File: config.mk
export PLATFORM = sky130hd
export DESIGN_NAME = lic_line_control
export DESIGN_NICKNAME = d
export VERILOG_FILES = /design/src/hdl/lic_pkg.sv /design/src/hdl/lic_onhook_counter.sv /design/src/hdl/lic_line_control.sv
export SDC_FILE = /design/constraint.sdc
export NUM_CORES = 1
export LEC_CHECK = 0
export BUFFER_PORTS_ARGS = -buffer_cell sky130_fd_sc_hd__buf_2
export CELL_PAD_IN_SITES_DETAIL_PLACEMENT = 0
export CELL_PAD_IN_SITES_GLOBAL_PLACEMENT = 2
export CORE_MARGIN = 2
export CORE_UTILIZATION = 33
export DETAILED_ROUTE_END_ITERATION = 10
export GPL_TIMING_DRIVEN = 1
export PLACE_DENSITY = 0.78
export SYNTH_ARGS = -nofsm -noshare
export SYNTH_HDL_FRONTEND = slang
export SYNTH_HIERARCHICAL = 1
export SYNTH_SLANG_ARGS = --single-unit
export TNS_END_PERCENT = 5
File: constraint.sdc
create_clock -name i_clock -period 3.95 [get_ports i_clock]
set_clock_uncertainty 0.15 [all_clocks]
set_input_delay 0.395 -clock i_clock [delete_from_list [all_inputs] [get_ports i_clock]]
set_output_delay 0.395 -clock i_clock [all_outputs]
set_load 0.05 [all_outputs]
File: src/hdl/lic_pkg.sv
// package: register map, field layout and timing constants for line control
package lic_pkg;
   localparam logic [7:0] LIC_CTRL_ONE_ADDR    = 8'h10;
   localparam logic [7:0] LIC_CTRL_RESET       = 8'h00;
   localparam int         LIC_BIT_DC_OFF       = 7;
   localparam int         LIC_BIT_SPEED        = 6;
   localparam int         LIC_BIT_AC_TERM      = 5;
   localparam int         LIC_BIT_FILTER       = 4;
   localparam int         LIC_BIT_DCMODE_HI    = 3;
   localparam int         LIC_BIT_DCMODE_LO    = 2;
   localparam int         LIC_BIT_RINGER       = 1;
   localparam int         LIC_BIT_RING_THR     = 0;
   localparam int         LIC_FAST_ONHOOK_SAMP = 1024;
   localparam int         LIC_SLOW_ONHOOK_SAMP = 4096;
   localparam int         LIC_CNT_W            = 13;
   localparam int         LIC_DC_IMPED_OHM     = 800;
   localparam int         LIC_RING_LO_MIN_VRMS = 11;
   localparam int         LIC_RING_LO_MAX_VRMS = 22;
   localparam int         LIC_RING_HI_MIN_VRMS = 17;
   localparam int         LIC_RING_HI_MAX_VRMS = 33;

   typedef enum logic [1:0] {
      LIC_DCMODE_LOW_VOLT,
      LIC_DCMODE_LOWER_VOLT,
      LIC_DCMODE_STANDARD_VOLT,
      LIC_DCMODE_CURRENT_LIMIT
   } lic_dc_mode_t;

   typedef enum logic [1:0] {
      LIC_TX_MINUS5_DBM,
      LIC_TX_MINUS3_DBM,
      LIC_TX_MINUS1_DBM
   } lic_tx_level_t;

   typedef struct packed {
      logic       dc_term_off_or_squelch;
      logic       onhook_speed_select;
      logic       ac_termination_select;
      logic       iir_filter_select;
      logic [1:0] dc_termination_mode;
      logic       ringer_impedance_select;
      logic       ring_threshold_select;
   } lic_ctrl_t;

   typedef struct packed {
      logic          dc_term_disable;
      logic          dc_pin_voltage_low;
      logic          squelch_enable;
      logic          ac_complex;
      logic          iir_path;
      lic_dc_mode_t  dc_mode;
      lic_tx_level_t tx_level;
      logic          ringer_synth;
      logic          ring_thresh_high;
   } lic_line_cfg_t;
endpackage : lic_pkg

File: src/hdl/lic_onhook_counter.sv
// off-hook counter that times the on-hook transition in sample periods
`timescale 1ns/1ps
module lic_onhook_counter
   import lic_pkg::*;
#(
   parameter int FAST_LEN = LIC_FAST_ONHOOK_SAMP,
   parameter int SLOW_LEN = LIC_SLOW_ONHOOK_SAMP
) (
   input  wire logic i_clock,
   input  wire logic i_rst_b,
   input  wire logic i_sample_tick,
   input  wire logic i_start,
   input  wire logic i_slow,
   output logic      o_busy,
   output logic      o_done
);
   logic [LIC_CNT_W-1:0] count_r;
   logic [LIC_CNT_W-1:0] len_r;

   always_ff @(posedge i_clock) begin
      if (!i_rst_b) begin
         count_r <= '0;
         len_r   <= '0;
         o_busy  <= 1'b0;
         o_done  <= 1'b0;
      end else begin
         o_done <= 1'b0;
         if (i_start) begin
            count_r <= '0;
            o_busy  <= 1'b1;
            len_r   <= i_slow ? LIC_CNT_W'(SLOW_LEN)
                              : LIC_CNT_W'(FAST_LEN);
         end else if (o_busy && i_sample_tick) begin
            if (count_r == len_r - LIC_CNT_W'(1)) begin
               o_busy <= 1'b0;
               o_done <= 1'b1;
            end
            count_r <= count_r + LIC_CNT_W'(1);
         end
      end
   end
endmodule // lic_onhook_counter

File: src/hdl/lic_line_control.sv
// line interface control register and its decoded line configuration
// Summary of operation
// - off-hook, bit 7 set disables dc termination, 800 ohm presented
// - on-hook with newer line side, bit 7 enables ring squelch
// - older line side: bit 7 is only dc termination off, no squelch
// - on-hook speed picks off-hook counter: 1024 or 4096 samples
// - ac termination select: 0 real, 1 complex impedance
// - filter select: 0 fir on both paths, 1 iir on both paths
// - bits 3:2 pick low, lower, standard or current limiting dc mode
// - transmit level -5, -3, -1, -1 dBm following dc mode
// - dc termination off while off-hook also lowers dc pin voltage
// - ringer impedance: 0 maximum, 1 synthesized
// - ring threshold: 0 gives 11-22 Vrms, 1 gives 17-33 Vrms
`timescale 1ns/1ps
module lic_line_control
   import lic_pkg::*;
#(
   parameter int FAST_LEN = LIC_FAST_ONHOOK_SAMP,
   parameter int SLOW_LEN = LIC_SLOW_ONHOOK_SAMP
) (
   input  wire logic       i_clock,
   input  wire logic       i_rst_b,
   input  wire logic [7:0] i_addr,
   input  wire logic [7:0] i_wdata,
   input  wire logic       i_wr,
   input  wire logic       i_rd,
   output logic      [7:0] o_rdata,
   input  wire logic       i_offhook_req,
   input  wire logic       i_line_side_new,
   input  wire logic       i_sample_tick,
   output logic            o_offhook,
   output logic            o_onhook_busy,
   output lic_line_cfg_t   o_cfg
);
   lic_ctrl_t     ctrl_r;
   lic_line_cfg_t cfg_nxt;
   logic          offhook_r;
   logic          cnt_busy;
   logic          cnt_done;
   logic          start_onhook;

   // register write; reads leave state alone
   always_ff @(posedge i_clock) begin
      if (!i_rst_b) begin
         ctrl_r <= lic_ctrl_t'(LIC_CTRL_RESET);
      end else if (i_wr && i_addr == LIC_CTRL_ONE_ADDR) begin
         ctrl_r <= lic_ctrl_t'(i_wdata);
      end
   end

   // read data one cycle after the strobe, zero for unmapped addresses
   always_ff @(posedge i_clock) begin
      if (!i_rst_b) begin
         o_rdata <= 8'h00;
      end else if (i_rd && i_addr == LIC_CTRL_ONE_ADDR) begin
         o_rdata <= ctrl_r;
      end else begin
         o_rdata <= 8'h00;
      end
   end

   // hook state: off-hook at once, on-hook after the off-hook counter
   // done blocks a restart in the cycle before the hook drops
   assign start_onhook = offhook_r && !i_offhook_req && !cnt_busy &&
                         !cnt_done;

   always_ff @(posedge i_clock) begin
      if (!i_rst_b) begin
         offhook_r <= 1'b0;
      end else if (i_offhook_req) begin
         offhook_r <= 1'b1;
      end else if (cnt_done) begin
         offhook_r <= 1'b0;
      end
   end

   lic_onhook_counter #(
      .FAST_LEN (FAST_LEN),
      .SLOW_LEN (SLOW_LEN)
   ) u_onhook_counter (
      .i_clock       (i_clock),
      .i_rst_b       (i_rst_b),
      .i_sample_tick (i_sample_tick),
      .i_start       (start_onhook),
      .i_slow        (ctrl_r.onhook_speed_select),
      .o_busy        (cnt_busy),
      .o_done        (cnt_done)
   );

   // configuration decode
   always_comb begin
      cfg_nxt = '0;
      cfg_nxt.dc_term_disable  = ctrl_r.dc_term_off_or_squelch &&
                                 (offhook_r || !i_line_side_new);
      cfg_nxt.dc_pin_voltage_low = ctrl_r.dc_term_off_or_squelch &&
                                   offhook_r;
      cfg_nxt.squelch_enable   = ctrl_r.dc_term_off_or_squelch &&
                                 !offhook_r && i_line_side_new;
      cfg_nxt.ac_complex       = ctrl_r.ac_termination_select;
      cfg_nxt.iir_path         = ctrl_r.iir_filter_select;
      cfg_nxt.dc_mode = lic_dc_mode_t'(ctrl_r.dc_termination_mode);
      unique case (cfg_nxt.dc_mode)
         LIC_DCMODE_LOW_VOLT:      cfg_nxt.tx_level = LIC_TX_MINUS5_DBM;
         LIC_DCMODE_LOWER_VOLT:    cfg_nxt.tx_level = LIC_TX_MINUS3_DBM;
         LIC_DCMODE_STANDARD_VOLT: cfg_nxt.tx_level = LIC_TX_MINUS1_DBM;
         LIC_DCMODE_CURRENT_LIMIT: cfg_nxt.tx_level = LIC_TX_MINUS1_DBM;
      endcase
      cfg_nxt.ringer_synth     = ctrl_r.ringer_impedance_select;
      cfg_nxt.ring_thresh_high = ctrl_r.ring_threshold_select;
   end

   always_ff @(posedge i_clock) begin
      if (!i_rst_b) begin
         o_cfg <= '0;
      end else begin
         o_cfg <= cfg_nxt;
      end
   end

   assign o_offhook     = offhook_r;
   assign o_onhook_busy = cnt_busy;

   // checks: register port
   readback_value_a: assert property (
      @(posedge i_clock) disable iff (!i_rst_b)
      i_wr && i_addr == LIC_CTRL_ONE_ADDR ##1
      i_rd && i_addr == LIC_CTRL_ONE_ADDR && !i_wr |=>
      o_rdata == $past(i_wdata, 2))
      else $error("read does not return last write");
   unmapped_read_a: assert property (
      @(posedge i_clock) disable iff (!i_rst_b)
      !(i_rd && i_addr == LIC_CTRL_ONE_ADDR) |=> o_rdata == 8'h00)
      else $error("read data not zero");
   write_update_a: assert property (
      @(posedge i_clock) disable iff (!i_rst_b)
      i_wr && i_addr == LIC_CTRL_ONE_ADDR |=>
      ctrl_r == $past(i_wdata))
      else $error("write did not update the register");
   write_ignored_a: assert property (
      @(posedge i_clock) disable iff (!i_rst_b)
      !(i_wr && i_addr == LIC_CTRL_ONE_ADDR) |=> $stable(ctrl_r))
      else $error("register changed without a mapped write");

   // checks: hook state and on-hook counter
   offhook_set_a: assert property (
      @(posedge i_clock) disable iff (!i_rst_b)
      i_offhook_req |=> offhook_r)
      else $error("off-hook request not taken");
   onhook_start_a: assert property (
      @(posedge i_clock) disable iff (!i_rst_b)
      start_onhook |=> cnt_busy && offhook_r)
      else $error("on-hook counter not started");
   onhook_drop_a: assert property (
      @(posedge i_clock) disable iff (!i_rst_b)
      cnt_done && !i_offhook_req |=> !offhook_r && !cnt_busy)
      else $error("hook did not drop after the counter");
   request_wins_a: assert property (
      @(posedge i_clock) disable iff (!i_rst_b)
      cnt_done && i_offhook_req |=> offhook_r)
      else $error("off-hook request lost at counter end");
   early_drop_a: assert property (
      @(posedge i_clock) disable iff (!i_rst_b)
      offhook_r && !cnt_done |=> offhook_r)
      else $error("hook dropped before the counter ended");
   busy_offhook_a: assert property (
      @(posedge i_clock) disable iff (!i_rst_b)
      cnt_busy |-> offhook_r)
      else $error("counter running while on-hook");

   // check helper: sample ticks seen while the counter runs
   logic [LIC_CNT_W:0] chk_ticks_r;
   logic               chk_slow_r;
   always_ff @(posedge i_clock) begin
      if (!i_rst_b) begin
         chk_ticks_r <= '0;
         chk_slow_r  <= 1'b0;
      end else if (start_onhook) begin
         chk_ticks_r <= '0;
         chk_slow_r  <= ctrl_r.onhook_speed_select;
      end else if (cnt_busy && i_sample_tick) begin
         chk_ticks_r <= chk_ticks_r + (LIC_CNT_W+1)'(1);
      end
   end
   onhook_length_a: assert property (
      @(posedge i_clock) disable iff (!i_rst_b)
      cnt_done |-> chk_ticks_r ==
      (chk_slow_r ? (LIC_CNT_W+1)'(SLOW_LEN)
                  : (LIC_CNT_W+1)'(FAST_LEN)))
      else $error("on-hook counter length wrong");

   // checks: decoded line configuration
   dc_off_hook_a: assert property (
      @(posedge i_clock) disable iff (!i_rst_b)
      offhook_r && ctrl_r.dc_term_off_or_squelch |=>
      o_cfg.dc_term_disable && o_cfg.dc_pin_voltage_low)
      else $error("dc termination not disabled off-hook");
   pin_voltage_a: assert property (
      @(posedge i_clock) disable iff (!i_rst_b)
      !offhook_r |=> !o_cfg.dc_pin_voltage_low)
      else $error("dc pin lowered on-hook");
   squelch_onhook_a: assert property (
      @(posedge i_clock) disable iff (!i_rst_b)
      !offhook_r && i_line_side_new |=>
      o_cfg.squelch_enable == $past(ctrl_r.dc_term_off_or_squelch))
      else $error("squelch wrong on-hook");
   squelch_offhook_a: assert property (
      @(posedge i_clock) disable iff (!i_rst_b)
      offhook_r |=> !o_cfg.squelch_enable)
      else $error("squelch seen off-hook");
   dc_on_onhook_a: assert property (
      @(posedge i_clock) disable iff (!i_rst_b)
      !offhook_r && i_line_side_new |=> !o_cfg.dc_term_disable)
      else $error("dc termination off while squelch capable on-hook");
   old_side_a: assert property (
      @(posedge i_clock) disable iff (!i_rst_b)
      !i_line_side_new |=> !o_cfg.squelch_enable &&
      o_cfg.dc_term_disable == $past(ctrl_r.dc_term_off_or_squelch))
      else $error("older line side squelch seen");
   tx_level_a: assert property (
      @(posedge i_clock) disable iff (!i_rst_b)
      ##1 o_cfg.tx_level ==
      (o_cfg.dc_mode == LIC_DCMODE_LOW_VOLT ? LIC_TX_MINUS5_DBM :
       o_cfg.dc_mode == LIC_DCMODE_LOWER_VOLT ? LIC_TX_MINUS3_DBM :
       LIC_TX_MINUS1_DBM))
      else $error("transmit level mismatch");
   ac_term_a: assert property (
      @(posedge i_clock) disable iff (!i_rst_b)
      1'b1 |=> o_cfg.ac_complex == $past(ctrl_r.ac_termination_select))
      else $error("ac termination select mismatch");
   filter_path_a: assert property (
      @(posedge i_clock) disable iff (!i_rst_b)
      1'b1 |=> o_cfg.iir_path == $past(ctrl_r.iir_filter_select))
      else $error("filter select mismatch");
   dc_mode_a: assert property (
      @(posedge i_clock) disable iff (!i_rst_b)
      1'b1 |=> o_cfg.dc_mode == $past(ctrl_r.dc_termination_mode))
      else $error("dc termination mode mismatch");
   ringer_imp_a: assert property (
      @(posedge i_clock) disable iff (!i_rst_b)
      1'b1 |=> o_cfg.ringer_synth == $past(ctrl_r.ringer_impedance_select))
      else $error("ringer impedance select mismatch");
   ring_thresh_a: assert property (
      @(posedge i_clock) disable iff (!i_rst_b)
      1'b1 |=>
      o_cfg.ring_thresh_high == $past(ctrl_r.ring_threshold_select))
      else $error("ring threshold select mismatch");
endmodule // lic_line_control

==> flow_summary.toml <==
[routing]
totalWireLength_microns = 3282
ant_nets = 0
post-route-drc-count = 0
drt_first_pass_iters = 4
post_drt_via_cell_ratio = 4.385
dr_total_vias = 1254
routedWlPerCell_microns = 11.48
drtIter0Drc = 42

[synth]
synth_nets = 195
synth_commonest_cells = "dfxtp_1 (45), nand2_1 (22), nor2_1 (21)"
synth_seq_cells = 45
synth_edf_count = 0
synth_area_sq_mm = 0.001645
yosys.cell_count.top_type = "dfxtp_1"
synth_cell_types = 31
synth-compound-area-share_pct = 4.183
synth_top_area_share_pct = 54.75
yosysSeqAreaShare_pct = 54.75
synth_area_leader_cell = "dfxtp_1"
synth_top_family_by_area = "simple AND/OR/NAND/NOR gates"
synth-xor-area-share_pct = 5.323
ys_top_cells_by_area = "dfxtp_1 (55%), mux2i_1 (6.1%), nand2_1 (5.0%)"
synth_flop_cell = "dfxtp_1"
netlist_instances = 171
ys_async_sr_fraction_pct = 0
syn_area_per_cell_sq_um = 9.622
synthMuxAreaShare_pct = 6.084
synthAdderAreaFrac_pct = 0.7605
yosys.area_share.simple_pct = 23.80
ys_warn_count = 6

[worst_setup_path]
end_kind = "flip-flop"
reg2regPathDepth = 5
worst-setup-path-type = "flip-flop to flip-flop"
worst_ep_arrival_time_ns = 2.07
worstPathRequired_ns = 3.99
cp_max_fo = 4
r2r-start = "u_onhook_counter/count_r[0]$_SDFFE_PP0P_"
crit_start = "u_onhook_counter/count_r[0]$_SDFFE_PP0P_"
regToRegSetupSlack_ns = 1.92
r2r_end = "u_onhook_counter/o_busy$_SDFFE_PN0P_"
start_kind = "flip-flop"

[clock_network]
path_clk_slew_ns = 0.09
cts_resized = 0
clock_sinks = 45
cts_setup_buffers = 0
clockBufferDepth = 2
cts-htree-levels = 2
numCtsBuffers = 5
cts_tree = "done"
clk_latency_ns = 0.29
cts_root_buffer = "clkbuf_8"
cts_hold_buffers = 0

[run_status]
outcome = "finished clean"

[place]
post-dp-hpwl_microns = 2387
place_area_sq_mm = 0.001932
dp_cells = 278
place_ws_ns = 1.884
portBuffers = 43
gp_congestion = 0.7456

[timing]
post-route-worst-setup-slack_ns = 1.917
slew_viol_final = 0
min_period_over_period_pct = 51.47
period_minus_slack_ns = 2.033
setup_viol = 0
worst_pin_slew_ns = 0.6947
max_freq_mhz = 491.8
holdWs_ns = 0.1472
hold_viol = 0
slew_headroom_pct = 53.26
grt_setup_unrepaired = "no"
finalSetupTns_ns = 0

[floorplan]
initial_core_util_pct = 34.61
rows = 25
die_h_microns = 74.61
dieArea_sq_mm = 0.005567
io-pin-count = 44
die_w_microns = 74.61
core_area_sq_mm = 0.004755

[power_and_ir_drop]
swShare_pct = 22.55
peakVddDrop_v = 0.0002282
p_per_area_mw_per_mm2 = 390.9
p_sw_mw = 0.1788
seqPwrFrac_pct = 57.8
internal_power_mw = 0.6140
pwr-share-comb_pct = 5.3
power_frac_clock_pct = 37.0
p_leak_nw = 0.9147

[final_layout]
diodes = 0
post-route-cell-area_sq_mm = 0.002028
synthToLayoutAreaGrowth_pct = 23.27
layout.nets = 242
drive_gt1_share_pct = 25.57
stdcell_count = 286

[worst_hold_path]
min-delay-start = "i_line_side_new"
min_to = "o_cfg[10]$_SDFF_PN0_"
hold_class = "input port to flip-flop"
whs_path_depth = 2

[grt]
grt_pass1_vias = 1160
grt_pass1_wl_microns = 5216
overflow = 0
antenna_found_initial = 0
track_usage_pct = 12.64
grt_max_degree = 24

[run]
maxCapViolations = 0
-- state kept, by name, summed over array words and instances (netlist names) --
register and count:
cfg_nxt 6, ctrl_r 2, o_cfg 11, o_offhook 1, o_rdata 8, u_onhook_counter/count_r 13
u_onhook_counter/len_r 2, u_onhook_counter/o_busy 1, u_onhook_counter/o_done 1
-- per-stage QoR --
| step | utilization [%] | total power [mW] |
|---|---|---|
| 3_5_place_dp | 40.63 | 0.5108 |
| 4_1_cts | 42.66 | 0.8060 |
| 5_1_grt | 42.66 | 0.8307 |
| 6_report | 42.66 | 0.7929 |
| 3_3_place_gp | 40.63 | 0.5098 |
| 2_1_floorplan | - | 0.4917 |
-- power by group through the flow --
stage               Combinational (mW)  Clock [mW]  Sequential [mW]
global placement                0.0411           0            0.469
finish                          0.0416       0.293            0.458
floorplan                       0.0178           0            0.474
CTS                             0.0421       0.306            0.458
global route                    0.0460       0.326            0.459
detailed placement              0.0420           0            0.469
-- placed cells by master (no fill, tap or decap), types with 4 or more instances in the layout --
| master | n |
|---|---|
| clkbuf_8 | 6 |
| inv_1 | 19 |
| nor2_1 | 21 |
| dfxtp_1 | 45 |
| nor4_1 | 4 |
| buf_2 | 43 |
| nand4_1 | 5 |
| a21oi_1 | 5 |
| mux2i_1 | 10 |
| nand2_1 | 22 |
| xnor2_1 | 7 |
-- how the worst max path moves through the flow --
stage                                               end  slack (ns)  cells past startpoint
4_1_cts        u_onhook_counter/count_r[8]$_SDFFE_PP0P_        1.93                      4
3_3_place_gp   u_onhook_counter/count_r[8]$_SDFFE_PP0P_        1.93                      4
3_5_place_dp   u_onhook_counter/count_r[7]$_SDFFE_PP0P_        1.88                      4
5_1_grt        u_onhook_counter/count_r[8]$_SDFFE_PP0P_        1.79                      4
6_report           u_onhook_counter/o_busy$_SDFFE_PN0P_        1.92                      5
2_1_floorplan  u_onhook_counter/count_r[0]$_SDFFE_PP0P_        1.71                      5
-- kinds of logic (layout without fill, tap and decap cells) --
logic type,Yosys count,count (layout)
AOI/OAI and AO/OA,11,11
DFF,45,45
muxes,10,10
xor gates and xnor gates,10,10
adders and majority gates,1,1
and+or+nand+nor,72,72
buffers and inverters,22,70
-- metal layers --
metal	part of all wire (%)	up-vias	wire (microns)	global-route usage [%]
met4	0.98	0	32	4.762
li1	-	655	-	-
met1	45	569	1464	15.52
met2	50	26	1657	20.85
met3	3.9	4	127	4.016
met5	0	-	0	0
-- final cells by class --
| type | instances | area [sq um] |
|---|---|---|
| multi-input cells | 104 | 660.6 |
| inverters | 19 | 71.32 |
| fillers | 488 | 2726 |
| clock buffers | 6 | 82.58 |
| flip-flops and latches | 45 | 900.9 |
| clock inverters | 2 | 13.76 |
| repair buffers | 43 | 215.2 |
| well taps | 67 | 83.83 |
-- worst max-delay path, cell delays in order (launching register included) --
cell and delay [ns]:
dfxtp_1 0.38, ha_1 0.22, nand4_1 0.21, nor4_2 0.46, o21ai_0 0.27, a22o_1 0.24
Power figures use the tool's default switching activity.
